[src/rtl/smag_pkg.sv]
/*
  Constants for the host controller of a stacked static RAM plus flash package.
  Assumes a 50 ns core clock; every cycle count is derived from a time in ns.
*/
package smag_pkg;

  // Core clock period
  localparam int CLK_NS        = 50;

  // Pin timing figures in ns
  localparam int SRAM_WP_NS    = 55;
  localparam int SRAM_ACC_NS   = 85;
  localparam int FLASH_WP_NS   = 50;
  localparam int FLASH_ACC_NS  = 100;
  localparam int PWRUP_HOLD_NS = 100;
  localparam int RECOV_NS      = 10000;

  // Least times round up; the power-up hold must exceed its figure
  localparam int SRAM_WP_CYC   = (SRAM_WP_NS + CLK_NS - 1) / CLK_NS;
  localparam int SRAM_ACC_CYC  = (SRAM_ACC_NS + CLK_NS - 1) / CLK_NS;
  localparam int FLASH_WP_CYC  = (FLASH_WP_NS + CLK_NS - 1) / CLK_NS;
  localparam int FLASH_ACC_CYC = (FLASH_ACC_NS + CLK_NS - 1) / CLK_NS;
  localparam int PWRUP_CYC     = PWRUP_HOLD_NS / CLK_NS + 1;
  localparam int RECOV_CYC     = (RECOV_NS + CLK_NS - 1) / CLK_NS;

  // Input synchroniser depth, also the read capture lag
  localparam int SYNC_STAGES   = 2;

  // Strobe-active lengths in cycles; writes add one cycle for data turnaround
  localparam int SRAM_WR_CYC   = SRAM_WP_CYC + 1;
  localparam int SRAM_RD_CYC   = SRAM_ACC_CYC + SYNC_STAGES;
  localparam int FLASH_WR_CYC  = FLASH_WP_CYC + 1;
  localparam int FLASH_RD_CYC  = FLASH_ACC_CYC + SYNC_STAGES;

  localparam int CNT_W         = 8;

  // Operation codes on the user port
  typedef enum logic [1:0] {
    OP_SRAM_RD  = 2'h0,
    OP_SRAM_WR  = 2'h1,
    OP_FLASH_RD = 2'h2,
    OP_FLASH_WR = 2'h3
  } smag_op_e;

  typedef enum logic [3:0] {
    ST_IDLE  = 4'h1,
    ST_SETUP = 4'h2,
    ST_ACT   = 4'h4,
    ST_END   = 4'h8
  } smag_state_e;

endpackage

[src/rtl/smag_host_ctrl.sv]
/*
  Host-side controller driving a stacked static RAM and flash package over shared
  address and data pins. Assumes the data bus is resolved outside from o_data_oe,
  and that i_flash_supply_ok comes from an asynchronous supply monitor.
*/
`timescale 1ns/1ps

module smag_host_ctrl
  import smag_pkg::*;
#(
  parameter int DW = 16,
  parameter int AW = 20
) (
  // Clock and reset
  input  wire logic          i_core_clk,
  input  wire logic          i_reset_n,
  // User request port
  input  wire logic          i_req,
  input  wire logic [1:0]    i_op,
  input  wire logic [AW-1:0] i_addr,
  input  wire logic [DW-1:0] i_wdata,
  input  wire logic [DW-1:0] i_old_data,
  input  wire logic          i_unlock_all,
  input  wire logic          i_boot_lock,
  output logic               o_ready,
  output logic               o_done,
  output logic [DW-1:0]      o_rdata,
  // Supply monitor
  input  wire logic          i_flash_supply_ok,
  // Memory pins
  output logic [AW-1:0]      o_addr,
  input  wire logic [DW-1:0] i_data,
  output logic [DW-1:0]      o_data,
  output logic               o_data_oe,
  output logic               o_sram_select_low_n,
  output logic               o_sram_select_high,
  output logic               o_sram_write_strobe_n,
  output logic               o_sram_output_gate_n,
  output logic               o_flash_select_n,
  output logic               o_flash_write_strobe_n,
  output logic               o_flash_output_gate_n,
  output logic               o_flash_reset_powerdown_n,
  output logic               o_flash_unlock_hv,
  output logic               o_flash_boot_guard_n,
  output logic               o_program_supply_en
);

  ////////////////////////////////////////////////////////////////////////////
  // Reset release and input synchronisers

  logic          rst_s1_r;
  logic          rst_n;
  logic          ok_s1_r;
  logic          ok_s2_r;
  logic [DW-1:0] dat_s1_r;
  logic [DW-1:0] dat_s2_r;

  always_ff @(posedge i_core_clk or negedge i_reset_n) begin
    if (!i_reset_n) begin
      rst_s1_r <= 1'b0;
      rst_n    <= 1'b0;
    end else begin
      rst_s1_r <= 1'b1;
      rst_n    <= rst_s1_r;
    end
  end

  always_ff @(posedge i_core_clk or negedge rst_n) begin
    if (!rst_n) begin
      ok_s1_r  <= 1'b0;
      ok_s2_r  <= 1'b0;
      dat_s1_r <= '0;
      dat_s2_r <= '0;
    end else begin
      ok_s1_r  <= i_flash_supply_ok;
      ok_s2_r  <= ok_s1_r;
      dat_s1_r <= i_data;
      dat_s2_r <= dat_s1_r;
    end
  end

  ////////////////////////////////////////////////////////////////////////////
  // Flash power-up sequencing

  logic [CNT_W-1:0] pwr_cnt_r;
  logic [CNT_W-1:0] recov_cnt_r;
  logic             rp_n_r;
  logic             flash_ready_r;

  // Supply loss drops reset at once so the flash stays write-locked
  always_ff @(posedge i_core_clk or negedge rst_n) begin
    if (!rst_n) begin
      pwr_cnt_r     <= '0;
      recov_cnt_r   <= '0;
      rp_n_r        <= 1'b0;
      flash_ready_r <= 1'b0;
    end else if (!ok_s2_r) begin
      pwr_cnt_r     <= '0;
      recov_cnt_r   <= '0;
      rp_n_r        <= 1'b0;
      flash_ready_r <= 1'b0;
    end else if (pwr_cnt_r < CNT_W'(PWRUP_CYC)) begin
      pwr_cnt_r <= pwr_cnt_r + 1'b1;
    end else begin
      rp_n_r <= 1'b1;
      if (recov_cnt_r < CNT_W'(RECOV_CYC))
        recov_cnt_r <= recov_cnt_r + 1'b1;
      else
        flash_ready_r <= 1'b1;
    end
  end

  ////////////////////////////////////////////////////////////////////////////
  // Access sequencer

  smag_state_e      state_r;
  smag_op_e         op_r;
  logic [CNT_W-1:0] cnt_r;
  logic             is_wr;
  logic             is_sram;

  assign is_wr   = (op_r == OP_SRAM_WR) || (op_r == OP_FLASH_WR);
  assign is_sram = (op_r == OP_SRAM_RD) || (op_r == OP_SRAM_WR);
  assign o_ready = flash_ready_r && (state_r == ST_IDLE);

  always_ff @(posedge i_core_clk or negedge rst_n) begin
    if (!rst_n) begin
      state_r                <= ST_IDLE;
      op_r                   <= OP_SRAM_RD;
      cnt_r                  <= '0;
      o_addr                 <= '0;
      o_data                 <= '0;
      o_data_oe              <= 1'b0;
      o_rdata                <= '0;
      o_done                 <= 1'b0;
      o_sram_select_low_n    <= 1'b1;
      o_sram_select_high     <= 1'b0;
      o_sram_write_strobe_n  <= 1'b1;
      o_sram_output_gate_n   <= 1'b1;
      o_flash_select_n       <= 1'b1;
      o_flash_write_strobe_n <= 1'b1;
      o_flash_output_gate_n  <= 1'b1;
      o_flash_unlock_hv      <= 1'b0;
      o_program_supply_en    <= 1'b0;
    end else begin
      o_done <= 1'b0;
      case (state_r)
        ST_IDLE: begin
          if (i_req && o_ready) begin
            op_r   <= smag_op_e'(i_op);
            o_addr <= i_addr;
            // Ones on bits already zero, zeros only where a one must clear
            if (smag_op_e'(i_op) == OP_FLASH_WR)
              o_data <= ~(i_old_data & ~i_wdata);
            else
              o_data <= i_wdata;
            // Program supply and unlock voltage set up a full cycle ahead
            o_program_supply_en <= (smag_op_e'(i_op) == OP_FLASH_WR);
            o_flash_unlock_hv   <= (smag_op_e'(i_op) == OP_FLASH_WR) && i_unlock_all;
            state_r <= ST_SETUP;
          end
        end
        ST_SETUP: begin
          // Previous selects were dropped at least three cycles ago, so no overlap
          if (is_sram) begin
            o_sram_select_low_n <= 1'b0;
            o_sram_select_high  <= 1'b1;
            // Write strobe falls with selection so SRAM outputs never turn on during a write
            if (is_wr)
              o_sram_write_strobe_n <= 1'b0;
            else
              o_sram_output_gate_n  <= 1'b0;
            cnt_r <= is_wr ? CNT_W'(SRAM_WR_CYC - 1) : CNT_W'(SRAM_RD_CYC - 1);
          end else begin
            o_flash_select_n <= 1'b0;
            if (is_wr)
              o_flash_write_strobe_n <= 1'b0;
            else
              o_flash_output_gate_n  <= 1'b0;
            cnt_r <= is_wr ? CNT_W'(FLASH_WR_CYC - 1) : CNT_W'(FLASH_RD_CYC - 1);
          end
          state_r <= ST_ACT;
        end
        ST_ACT: begin
          // Data goes out one cycle after the strobe, once the bus is free
          if (is_wr)
            o_data_oe <= 1'b1;
          if (cnt_r == '0) begin
            // All selects and strobes close in one edge
            o_sram_select_low_n    <= 1'b1;
            o_sram_select_high     <= 1'b0;
            o_sram_write_strobe_n  <= 1'b1;
            o_sram_output_gate_n   <= 1'b1;
            o_flash_select_n       <= 1'b1;
            o_flash_write_strobe_n <= 1'b1;
            o_flash_output_gate_n  <= 1'b1;
            if (!is_wr)
              o_rdata <= dat_s2_r;
            state_r <= ST_END;
          end else begin
            cnt_r <= cnt_r - 1'b1;
          end
        end
        ST_END: begin
          o_data_oe           <= 1'b0;
          o_program_supply_en <= 1'b0;
          o_flash_unlock_hv   <= 1'b0;
          o_done              <= 1'b1;
          state_r             <= ST_IDLE;
        end
        default: begin
          state_r <= ST_IDLE;
        end
      endcase
    end
  end

  // Boot blocks are locked in reset and while the user holds i_boot_lock, unless i_unlock_all raises the unlock voltage; open otherwise
  always_ff @(posedge i_core_clk or negedge rst_n) begin
    if (!rst_n)
      o_flash_boot_guard_n <= 1'b0;
    else
      o_flash_boot_guard_n <= !i_boot_lock;
  end

  assign o_flash_reset_powerdown_n = rp_n_r;

  ////////////////////////////////////////////////////////////////////////////
  // Checks

  logic          sram_sel;
  logic [DW-1:0] old_chk_r;
  logic [DW-1:0] new_chk_r;

  assign sram_sel = !o_sram_select_low_n && o_sram_select_high;

  always_ff @(posedge i_core_clk or negedge rst_n) begin
    if (!rst_n) begin
      old_chk_r <= '0;
      new_chk_r <= '0;
    end else if (i_req && o_ready) begin
      old_chk_r <= i_old_data;
      new_chk_r <= i_wdata;
    end
  end
endmodule

[config.mk]
export PLATFORM = sky130hd
export DESIGN_NAME = smag_host_ctrl
export DESIGN_NICKNAME = d
export VERILOG_FILES = /design/src/rtl/smag_pkg.sv /design/src/rtl/smag_host_ctrl.sv
export SDC_FILE = /design/constraint.sdc
export NUM_CORES = 1
export LEC_CHECK = 0
export BUFFER_PORTS_ARGS = -buffer_cell sky130_fd_sc_hd__buf_2
export CORE_ASPECT_RATIO = 2
export CORE_MARGIN = 10
export CORE_UTILIZATION = 51
export DETAILED_ROUTE_END_ITERATION = 7
export GPL_TIMING_DRIVEN = 0
export PLACE_DENSITY_LB_ADDON = 0.2
export SLEW_MARGIN = 0
export SYNTH_ARGS = -nofsm -noshare
export SYNTH_HDL_FRONTEND = slang
export SYNTH_SLANG_ARGS = --single-unit
[constraint.sdc]
create_clock -name i_core_clk -period 4.65 [get_ports i_core_clk]
set_input_delay 0.2325 -clock i_core_clk [delete_from_list [all_inputs] [get_ports i_core_clk]]
set_output_delay 0.2325 -clock i_core_clk [all_outputs]
set_load 0.01 [all_outputs]
==> run summary <==
Status: completed
Worst Tran Pin Value: 0.910 ns
FFs w/ async S/R, synth: 1.00
Most frequent cell on the critical path: clkbuf_1
RR Startpoint: state_r[0]
Die H: 160 um
WL per Instance: 17.4 um
RSZ-0062 raised after global routing: no
CP Max Fanout: 10
Antenna Nets Post-Route: 0
Number of max-cap violations: 0
Die ar.: 14,300 um2
N_diodes: 0
Total number of vias: 3,499
Power Density: 398 nW/um2
Worst vdd ir: 0.318 mV
GP Congestion: 0.798
Initial antenna violation count: 0
Endpoint type of the worst setup path: flip-flop
CTS clk-pin slew, worst paths: 0.06 ns
Syn nets: 457
Clock sinks: 132
Dpl cells: 649
Req. time, crit path: 4.91 ns
Core footprint: 9450 um2
Netlist cell types: 49
Grt total ovfl: 0
GRT Total Usage: 0.176
Hold Fails Final Rpt: 0
Total clock buffers created by CTS: 17
Nets: 637
Synth Register Bits: 132
Hold Crit Start: i_addr[9]
Max Slew Vio Count: 0
Clock buffer depth: 2
Synth Flop Type: dfrtp_1
Post_cts resized: 0
Worst-Skew Late Latency: 0.41 ns
Initial Utilization: 0.526
DRC violations left: 0
Hold Path Depth: 2
Syn-to-layout area delta: 34.3%
I/O pin total: 142
Syn Inst Count: 377
Number of global-route vias before repair: 3,953
Worst path depth: 6
Largest net degree at the start of global routing: 71
Critical Path Start Type: flip-flop
Largest stage delay, worst path: 0.59 ns
Fin crit share: 0.607
Avg Vias per Cell: 5.00
Crit path buffers/inverters: 3
Cells along the critical path: nor4b_1 > and3_1 > clkbuf_1 > clkbuf_1 > buf_1 > a21oi_1
First-pass GRT wire length: 20.2 mm
Std-Cell Rows: 50
Final Util: 0.706
Synth warn: 0
Initial DRT Pass Iterations: 4
Leak: 3.50 nW
Rel. slew slack: 0.392
CP arrival: 3.08 ns
CTS root buf: clkbuf_16
Kind of critical path: reg -> reg
CTS tree: yes
Setup bufs post-CTS: 0
Setup Skew: 0.00837 ns
Overall die width: 89.8 um
Final hold slack: 0.0504 ns
Share of cells above drive strength 1: 0.409
PortBufs: 141
Post-synth EDFFs: 0
Tmin final: 2.82 ns
Crit-path leading delay family: buffers and inverters
Setup violations, final: 0
Mapped cell area: 4970 um2
Reg2Reg Depth: 6
FMAX: 0.355 GHz
Critical path origin: state_r[0]
Syn_area_per_cell: 13.2 um2
CP max-delay cell: dfstp_2
1st-iter DRT viols: 110
Half-perimeter wire length after placement: 8.69 mm
Sequential-to-total area share from yosys stat: 0.667
Hold Path Class: in -> reg
Final WL: 12.2 mm
Total number of H-tree levels: 4
Filler-free cell count of the finished design: 700
==> registers in the layout (all words and copies together) (netlist names), 2 cells and up <==
register	cells
dat_s2_r	16
op_r	2
o_rdata	16
pwr_cnt_r	8
o_data	16
cnt_r	8
recov_cnt_r	8
state_r	4
dat_s1_r	16
o_addr	20
==> worst paths after layout <==
path / end / slack, ns
setup reg to reg: o_data[6] / 1.83
max in group asynchronous: o_flash_select_n / 3.40
min in group asynchronous: rst_s1_r / 0.16
setup / recovery: o_data[6] / 1.83
hold / removal: o_addr[9] / 0.05
hold reg to reg: dat_s2_r[3] / 0.35
==> cell type report <==
| type | instances | area [um2] |
|---|---|---|
| fillers | 667 | 2780 |
| multi-input cells | 221 | 1530 |
| well taps | 130 | 163 |
| repair buffers | 161 | 923 |
| clock buffers | 18 | 439 |
| inverters | 9 | 33.8 |
| plain buffers | 15 | 87.6 |
| flip-flops and latches | 132 | 3320 |
| clock inverters | 14 | 175 |
==> placed cells by master, fill, tap and decap left out, types with 4 or more instances in the layout <==
| cell type | n |
|---|---|
| and2_1 | 9 |
| ha_1 | 4 |
| nand2_1 | 12 |
| dfstp_2 | 7 |
| clkbuf_16 | 17 |
| inv_1 | 9 |
| dlygate4sd3_1 | 19 |
| buf_2 | 141 |
| mux2_4 | 10 |
| a21oi_1 | 23 |
| clkbuf_1 | 9 |
| nand3_1 | 5 |
| mux2_2 | 29 |
| nand2b_1 | 6 |
| inv_6 | 4 |
| dfrtp_1 | 124 |
| nor2b_1 | 6 |
| o21a_1 | 5 |
| nor2_1 | 59 |
| xor2_1 | 4 |
| mux2i_1 | 6 |
==> worst reg2reg max path: cells and delay by family, from the launching register on <==
family | cells | cell delay, ns
compound gates | 1 | 0.15
simple gates | 2 | 0.70
flops | 1 | 0.59
buf+inv | 3 | 1.24
==> cells in the mapped netlist (2+ instances only) <==
cell / instances / area share
a21oi_1: 23 / 0.023
buf_6: 2 / 0.0045
mux2_2: 29 / 0.066
xor2_1: 4 / 0.0071
nand3_1: 5 / 0.0050
o22a_2: 2 / 0.0040
buf_1: 3 / 0.0023
o211ai_1: 2 / 0.0030
dfstp_2: 7 / 0.037
inv_1: 9 / 0.0068
o311ai_0: 2 / 0.0035
mux2i_1: 6 / 0.012
nand2_1: 12 / 0.0091
nand3b_1: 2 / 0.0030
nor2b_1: 6 / 0.0076
o21ai_0: 3 / 0.0030
and3_1: 3 / 0.0038
dfrtp_1: 125 / 0.63
nand4_1: 3 / 0.0038
mux2_4: 10 / 0.030
and2_1: 9 / 0.011
o21a_1: 5 / 0.0076
a31oi_1: 2 / 0.0025
nor3_1: 2 / 0.0020
nor4b_1: 2 / 0.0035
ha_1: 4 / 0.010
nand2b_1: 6 / 0.0076
clkbuf_1: 9 / 0.0068
nor2_1: 59 / 0.045
nor4_1: 2 / 0.0025
==> timing repair <==
item,4_1_cts,5_1_grt
hold buffers,19,0
setup endpoints to repair,0,0
endpoints found under the hold margin,20,0
==> power breakdown <==
| group | internal [W] | total (W) | leakage, nW | switching [W] |
|---|---|---|---|---|
| registers | 0.00117 | 0.00119 | 1.71 | 0.0000193 |
| clock network | 0.000863 | 0.00137 | 0.294 | 0.000503 |
| logic | 0.0000499 | 0.0000956 | 1.49 | 0.0000457 |
==> cell families (layout without fill, tap and decap cells) <==
kind of cell / count (synthesis) / after routing / synth area share
multiplexers: 45 / 45 / 0.108
flip-flops: 132 / 132 / 0.667
AND/OR/NAND/NOR: 118 / 118 / 0.119
other: 1 / 1 / 0.000755
adder cells (fa/ha/maj): 4 / 4 / 0.0101
AO/OA/AOI/OAI: 48 / 48 / 0.0622
buffers and inverters: 24 / 217 / 0.0244
XOR/XNOR: 5 / 5 / 0.00882
==> routing by layer <==
layer / wire length, um / track usage / vias to the layer above
met5: 0 / 0 / -
met2: 6900 / 0.324 / 119
met4: 210 / 0.0732 / 0
met3: 712 / 0.0519 / 16
met1: 4350 / 0.177 / 1725
li1: - / - / 1639
==> through the flow <==
stage               cell area (um2)  power [W]  setup TNS, ns  worst slack (ns)
finish                         6670    0.00265              0              1.83
global route                   6670    0.00275              0              1.55
CTS                            6670    0.00268              0              1.78
detailed placement             5870    0.00129              0              1.83
global placement               5840    0.00128         -58.63            -0.481
floorplan                      4970    0.00124              0             0.712
(Power assumes the default switching activity.)
